<file path="src/fcw_consts.vh">
`ifndef FCW_CONSTS_VH
`define FCW_CONSTS_VH

// printed word locations (2088h aside, not multiples of four): kept as indices, byte address = 4 * index
`define FCW_IDX_OUTCMP       16'h2086
`define FCW_IDX_DIODE        16'h2087
`define FCW_IDX_HSSENSE      16'h2088
`define FCW_IDX_TEMPREF      16'h2089

// word width
`define FCW_WORD_W           14

// output comparator word fields
`define FCW_UV_MSB           7
`define FCW_UV_LSB           4
`define FCW_OV_MSB           3
`define FCW_OV_LSB           0

// single-field words
`define FCW_DIODE_MSB        4
`define FCW_HSS_MSB          6
`define FCW_TEMP_MSB         9

// erased factory value: all programmable bits set
`define FCW_ERASED_WORD      14'h3fff

// axi response codes
`define FCW_RESP_OKAY        2'h0
`define FCW_RESP_SLVERR      2'h2

`endif

</file>
<file path="src/fcw_word_mask.v">
`timescale 1ns/1ns
`default_nettype none

// clears every bit above the implemented field of one stored word
module fcw_word_mask #(
  parameter WIDTH  = 14,
  parameter FIELDW = 4
) (
  // raw word
  input  wire [WIDTH-1:0] rawWord,
  // masked word
  output wire [WIDTH-1:0] maskedWord
);

  genvar i;
  generate
    for (i = 0; i < WIDTH; i = i + 1) begin : g_bit
      assign maskedWord[i] = (i < FIELDW) ? rawWord[i] : 1'b0;
    end
  endgenerate

endmodule

`default_nettype wire

</file>
<file path="src/fcw_calib_store.v">
// Added by the designer: the AXI4-Lite slave port.
`timescale 1ns/1ns
`default_nettype none
`include "fcw_consts.vh"

//Contract
//- the output comparator word is a 14-bit read-only word at index 2086h.
//- that word carries the undervoltage comparator trim in bits 7-4.
//- that word carries the overvoltage comparator trim in bits 3-0, with bits 13-8 unused.
//- every unimplemented bit of the calibration words reads as zero whatever was programmed.
//- the diode emulation trim sits in bits 4-0 of the word at index 2087h, bits 13-5 zero.
//- the high side sense trim sits in bits 6-0 of the word at index 2088h, bits 13-7 zero.
//- index 2089h holds the 10-bit temperature sensor reading taken at +25 C.
module fcw_calib_store #(
  parameter ADDR_W = 16
) (
  // clock and reset
  input  wire              clk_sys,
  input  wire              arst_n,
  // factory programmed contents
  input  wire [13:0]       factOutCmpWord,
  input  wire [13:0]       factDiodeWord,
  input  wire [13:0]       factHsSenseWord,
  input  wire [13:0]       factTempRefWord,
  // write address channel
  input  wire [ADDR_W-1:0] s_axi_awaddr,
  input  wire              s_axi_awvalid,
  output wire              s_axi_awready,
  // write data channel
  input  wire [31:0]       s_axi_wdata,
  input  wire [3:0]        s_axi_wstrb,
  input  wire              s_axi_wvalid,
  output wire              s_axi_wready,
  // write response channel
  output wire [1:0]        s_axi_bresp,
  output wire              s_axi_bvalid,
  input  wire              s_axi_bready,
  // read address channel
  input  wire [ADDR_W-1:0] s_axi_araddr,
  input  wire              s_axi_arvalid,
  output wire              s_axi_arready,
  // read data channel
  output wire [31:0]       s_axi_rdata,
  output wire [1:0]        s_axi_rresp,
  output wire              s_axi_rvalid,
  input  wire              s_axi_rready,
  // trim fields toward the analog trim registers
  output wire [3:0]        undervoltageComparatorTrim,
  output wire [3:0]        overvoltageComparatorTrim,
  output wire [4:0]        diodeEmulationTrim,
  output wire [6:0]        highSideSenseTrim,
  output wire [9:0]        temperatureReferenceValue,
  output wire              calibLoaded
);

  // byte address is four times the word index
  localparam [ADDR_W-1:0] ADDR_OUTCMP  = `FCW_IDX_OUTCMP << 2;
  localparam [ADDR_W-1:0] ADDR_DIODE   = `FCW_IDX_DIODE << 2;
  localparam [ADDR_W-1:0] ADDR_HSSENSE = `FCW_IDX_HSSENSE << 2;
  localparam [ADDR_W-1:0] ADDR_TEMPREF = `FCW_IDX_TEMPREF << 2;

  // stored words, sampled once after reset release
  reg  [13:0] outCmpWord_reg;
  reg  [13:0] diodeWord_reg;
  reg  [13:0] hsSenseWord_reg;
  reg  [13:0] tempRefWord_reg;
  reg         loaded_reg;
  wire [13:0] outCmpMasked;
  wire [13:0] diodeMasked;
  wire [13:0] hsSenseMasked;
  wire [13:0] tempRefMasked;

  // implemented bits only
  fcw_word_mask #(.WIDTH(14), .FIELDW(8)) uOutCmpMask (
    .rawWord    (factOutCmpWord),
    .maskedWord (outCmpMasked)
  );
  fcw_word_mask #(.WIDTH(14), .FIELDW(5)) uDiodeMask (
    .rawWord    (factDiodeWord),
    .maskedWord (diodeMasked)
  );
  fcw_word_mask #(.WIDTH(14), .FIELDW(7)) uHsMask (
    .rawWord    (factHsSenseWord),
    .maskedWord (hsSenseMasked)
  );
  fcw_word_mask #(.WIDTH(14), .FIELDW(10)) uTempMask (
    .rawWord    (factTempRefWord),
    .maskedWord (tempRefMasked)
  );

  // capture at the first edge after release, read-only afterwards
  always @(posedge clk_sys or negedge arst_n) begin
    if (!arst_n) begin
      outCmpWord_reg  <= 14'h0000;
      diodeWord_reg   <= 14'h0000;
      hsSenseWord_reg <= 14'h0000;
      tempRefWord_reg <= 14'h0000;
      loaded_reg      <= 1'b0;
    end else if (!loaded_reg) begin
      outCmpWord_reg  <= outCmpMasked;
      diodeWord_reg   <= diodeMasked;
      hsSenseWord_reg <= hsSenseMasked;
      tempRefWord_reg <= tempRefMasked;
      loaded_reg      <= 1'b1;
    end
  end

  assign undervoltageComparatorTrim = outCmpWord_reg[`FCW_UV_MSB:`FCW_UV_LSB];
  assign overvoltageComparatorTrim  = outCmpWord_reg[`FCW_OV_MSB:`FCW_OV_LSB];
  assign diodeEmulationTrim         = diodeWord_reg[`FCW_DIODE_MSB:0];
  assign highSideSenseTrim          = hsSenseWord_reg[`FCW_HSS_MSB:0];
  assign temperatureReferenceValue  = tempRefWord_reg[`FCW_TEMP_MSB:0];
  assign calibLoaded                = loaded_reg;

  // write path: accepted and refused, the words are read-only
  reg awTaken_reg;
  reg wTaken_reg;
  reg bValid_reg;

  assign s_axi_awready = !awTaken_reg && !bValid_reg;
  assign s_axi_wready  = !wTaken_reg && !bValid_reg;
  assign s_axi_bvalid  = bValid_reg;
  assign s_axi_bresp   = `FCW_RESP_SLVERR;

  always @(posedge clk_sys or negedge arst_n) begin
    if (!arst_n) begin
      awTaken_reg <= 1'b0;
      wTaken_reg  <= 1'b0;
      bValid_reg  <= 1'b0;
    end else begin
      if (bValid_reg) begin
        if (s_axi_bready) begin
          bValid_reg <= 1'b0;
        end
      end else begin
        if ((awTaken_reg || s_axi_awvalid) && (wTaken_reg || s_axi_wvalid)) begin
          bValid_reg  <= 1'b1;
          awTaken_reg <= 1'b0;
          wTaken_reg  <= 1'b0;
        end else begin
          if (s_axi_awvalid) begin
            awTaken_reg <= 1'b1;
          end
          if (s_axi_wvalid) begin
            wTaken_reg <= 1'b1;
          end
        end
      end
    end
  end

  // read path
  reg        rValid_reg;
  reg [31:0] rData_reg;
  reg [1:0]  rResp_reg;
  reg [31:0] rData_next;
  reg [1:0]  rResp_next;

  assign s_axi_arready = !rValid_reg;
  assign s_axi_rvalid  = rValid_reg;
  assign s_axi_rdata   = rData_reg;
  assign s_axi_rresp   = rResp_reg;

  always @* begin
    rData_next = 32'h00000000;
    rResp_next = `FCW_RESP_OKAY;
    case (s_axi_araddr)
      ADDR_OUTCMP: begin
        rData_next = {18'h00000, outCmpWord_reg};
      end
      ADDR_DIODE: begin
        rData_next = {18'h00000, diodeWord_reg};
      end
      ADDR_HSSENSE: begin
        rData_next = {18'h00000, hsSenseWord_reg};
      end
      ADDR_TEMPREF: begin
        rData_next = {18'h00000, tempRefWord_reg};
      end
      default: begin
        rResp_next = `FCW_RESP_SLVERR;
      end
    endcase
  end

  always @(posedge clk_sys or negedge arst_n) begin
    if (!arst_n) begin
      rValid_reg <= 1'b0;
      rData_reg  <= 32'h00000000;
      rResp_reg  <= `FCW_RESP_OKAY;
    end else if (rValid_reg) begin
      if (s_axi_rready) begin
        rValid_reg <= 1'b0;
      end
    end else if (s_axi_arvalid) begin
      rValid_reg <= 1'b1;
      rData_reg  <= rData_next;
      rResp_reg  <= rResp_next;
    end
  end

  // unused write payload
  wire unusedWrite = ^{s_axi_wdata, s_axi_wstrb, s_axi_awaddr};

endmodule

`default_nettype wire

</file>
<file path="config.mk">
export PLATFORM = sky130hd
export DESIGN_NAME = fcw_calib_store
export DESIGN_NICKNAME = d
export VERILOG_FILES = /design/src/fcw_word_mask.v /design/src/fcw_calib_store.v
export VERILOG_INCLUDE_DIRS = /design/src
export SDC_FILE = /design/constraint.sdc
export NUM_CORES = 1
export LEC_CHECK = 0
export BUFFER_PORTS_ARGS = -buffer_cell sky130_fd_sc_hd__buf_4
export CORE_MARGIN = 4
export CORE_UTILIZATION = 44
export CTS_CLUSTER_SIZE = 40
export DETAILED_ROUTE_END_ITERATION = 6
export PLACE_DENSITY = 0.84
export SLEW_MARGIN = 10
export SYNTH_ARGS = -nofsm -noshare
export SYNTH_HDL_FRONTEND = slang
export SYNTH_HIERARCHICAL = 1
export SYNTH_SLANG_ARGS = --single-unit
</file>
<file path="constraint.sdc">
create_clock -name clk_sys -period 1.4 [get_ports clk_sys]
set_input_delay 0 -clock clk_sys [delete_from_list [all_inputs] [get_ports clk_sys]]
set_output_delay 0 -clock clk_sys [all_outputs]
set_load 0.01 [all_outputs]
</file>
==> metrics.cfg <==
[sta]
fin_crit_sh_pct = 89.88
slew_headroom_pct = 64.42
finalSetupTns_ns = 0
skew_ns = 0.008299
max_freq_ghz = 0.7947
rsz0062_at_grt = no
worst_slew_pin_slew_ns = 0.5337
setup_viol = 0
hold_violations = 0
min_period_ns = 1.258
slew_violations = 0

[grt]
grt_pass1_vias = 3212
track_usage_pct = 17.38
antenna_found_initial = 0
grt_pass1_wl_mm = 15.79
grt_remaining_overflow = 0
grt_max_degree = 50

[yosys]
netlist_instances = 424
synth_edf_count = 0
yosys-top-cells-count = 107 x buf_4, 76 x dfrtp_1, 56 x mux2_2, 43 x nand2_1, 28 x nor3_1
ys_warn_count = 6
avgSynthCellArea_sq_um = 10.56
synthTopCellsByArea = dfrtp_1 42%, buf_4 18%, mux2_2 14%
yosysUniqueCellTypes = 25
ys_seq_area_share_pct = 42.49
synth_top_area_cell = dfrtp_1
postSynth.topFlopCell = dfrtp_1
synthArstFlopShare_pct = 100.0
syn_area_sq_um = 4476
synth.top_cell.area_share_pct = 42.49
ys_ff_latch = 76
post-synth-top-count-cell = buf_4

[final_layout]
syn2layout_area_growth_pct = 20.41
regArea_sq_um = 1903
diodes = 0
fillers = 836
drive_gt1_share_pct = 41.20
design_area_sq_um = 5389
fin_util_pct = 54.88
fin_nets = 626
multi_input_area_sq_um = 1775
fin_cells = 633

[detailed_routing]
vias = 3113
wl_mm = 9.968
viasPerCell = 4.918
firstDrtPassIters = 4
first_iter_violations = 278
ant_nets = 0
wl_per_cell_microns = 15.75
drcViolationCount = 0

[setup_path]
regToRegStartpoint = outCmpWord_reg[0]$_DFFE_PN0N_
cp-end-kind = flop
crit_path_start = outCmpWord_reg[0]$_DFFE_PN0N_
reg2regPathDepth = 3
cp_max_fo = 3
start_kind = flop
r2r_end = s_axi_rdata[0]$_DFFE_PN0P_
cp_data_required_time_ns = 1.63
r2r_slack_ns = 0.14
worstSetupPathType = flop to flop
arrival_ns = 1.49
crit_path_end = s_axi_rdata[0]$_DFFE_PN0P_

[cts]
cts-root-buf = clkbuf_8
clk_latency_ns = 0.36
cts_htree_levels = 3
clk_pin_slew_worst_paths_ns = 0.08
numCtsBuffers = 9
cts.sinks = 76
cts_tree = yes
cts_max_path_buffers = 2

[hold_path]
min_path_type = input port to flop

[floorplan]
die_w_microns = 108.9
dieHeight_microns = 108.9
rows = 36
start_util_pct = 45.58
ios = 203
die_area_sq_um = 11850
core_sq_um = 9819

[placed_design]
dp.cells = 582
numPortBuffers = 103
post-dp-hpwl_mm = 6.942
dpl_cell_area_sq_um = 4813
place_congestion = 0.7841

[flow_run]
cap_violations = 0

[run_status]
outcome = completed

[power]
power_leakage_nw = 2.343
pwr_density_cell_nw_per_um2 = 1029
vdd_ir_drop_max_v = 0.0005563

[routing by layer]
metal / track usage (%) / wire length (microns) / vias to the layer above
met5: 0 / 0 / -
met4: 6.312 / 195 / 0
met3: 4.677 / 640 / 18
met2: 30.27 / 5184 / 117
met1: 20.55 / 3947 / 1520
li1: - / - / 1458
[worst min path at each step]
stage | start | to | slack (ns) | cells after the start
6_report | s_axi_arvalid | s_axi_rresp[1]$_DFFE_PN0P_ | 0.05 | 3
5_1_grt | s_axi_arvalid | s_axi_rresp[1]$_DFFE_PN0P_ | 0.07 | 3
4_1_cts | s_axi_arvalid | s_axi_rresp[1]$_DFFE_PN0P_ | 0.05 | 3
3_5_place_dp | arst_n | s_axi_bvalid$_DFF_PN0_ | -0.02 | 1
3_3_place_gp | arst_n | s_axi_bvalid$_DFF_PN0_ | -0.03 | 1
2_1_floorplan | arst_n | awTaken_reg$_DFFE_PN0P_ | -0.30 | 0
[cell families (layout without fill, tap and decap cells)]
logic type	after synthesis	in the layout	share of synthesized area, %
buf+inv	137	171	21.36
flops	76	76	42.49
simple gates	115	115	16.30
other cells	6	48	0.5032
mux	56	56	14.09
compound gates	34	34	5.256
[power by group]
group,switching (mW),total (mW),internal (mW)
logic,0.474,1.08,0.605
registers,0.187,2.59,2.40
clock network,0.825,1.88,1.05
[area by class of cell]
class,instances,share of cell area (%)
tap,133,3.088
multi-input combinational,253,32.95
clock inverter,6,1.625
timing repair buffer,153,24.33
sequential,76,35.31
inverter,2,0.1393
clock buffer,10,2.554
[through the flow]
step / hold WS [ns] / setup WS (ns) / power [mW]
2_1_floorplan: -0.2956 / 0.08385 / 3.365
3_3_place_gp: -0.03357 / -0.05391 / 3.599
3_5_place_dp: -0.02482 / -0.1935 / 3.641
4_1_cts: 0.04626 / 0.1393 / 5.615
5_1_grt: 0.07003 / 0.05866 / 5.836
6_report: 0.05321 / 0.1417 / 5.547
[worst max-delay path, stage by stage (launching register included)]
cell and delay [ns]:
dfrtp_1 0.42, nor4b_1 0.16, o41ai_1 0.46, o21ai_1 0.09
[timing repair]
item / 4_1_cts / 5_1_grt
gates resized for setup: 0 / 0
endpoints found under the hold margin: 110 / 0
hold buffers: 35 / 0
buffers inserted: 0 / 0
[cell usage in the layout (no fill, tap or decap), drive strengths merged, types with 2 or more instances in the layout]
| cell | instances |
|---|---|
| buf | 118 |
| nor2 | 8 |
| clkinv | 4 |
| mux2 | 56 |
| o41ai | 14 |
| or4b | 2 |
| dlygate4sd3 | 35 |
| nor3 | 28 |
| o22a | 2 |
| nand2 | 43 |
| o21ai | 15 |
| clkbuf | 10 |
| nor2b | 3 |
| nor4b | 29 |
| bufinv | 2 |
| conb | 48 |
| dfrtp | 76 |
| inv | 2 |
No activity file was read; power rests on OpenSTA's default activity.
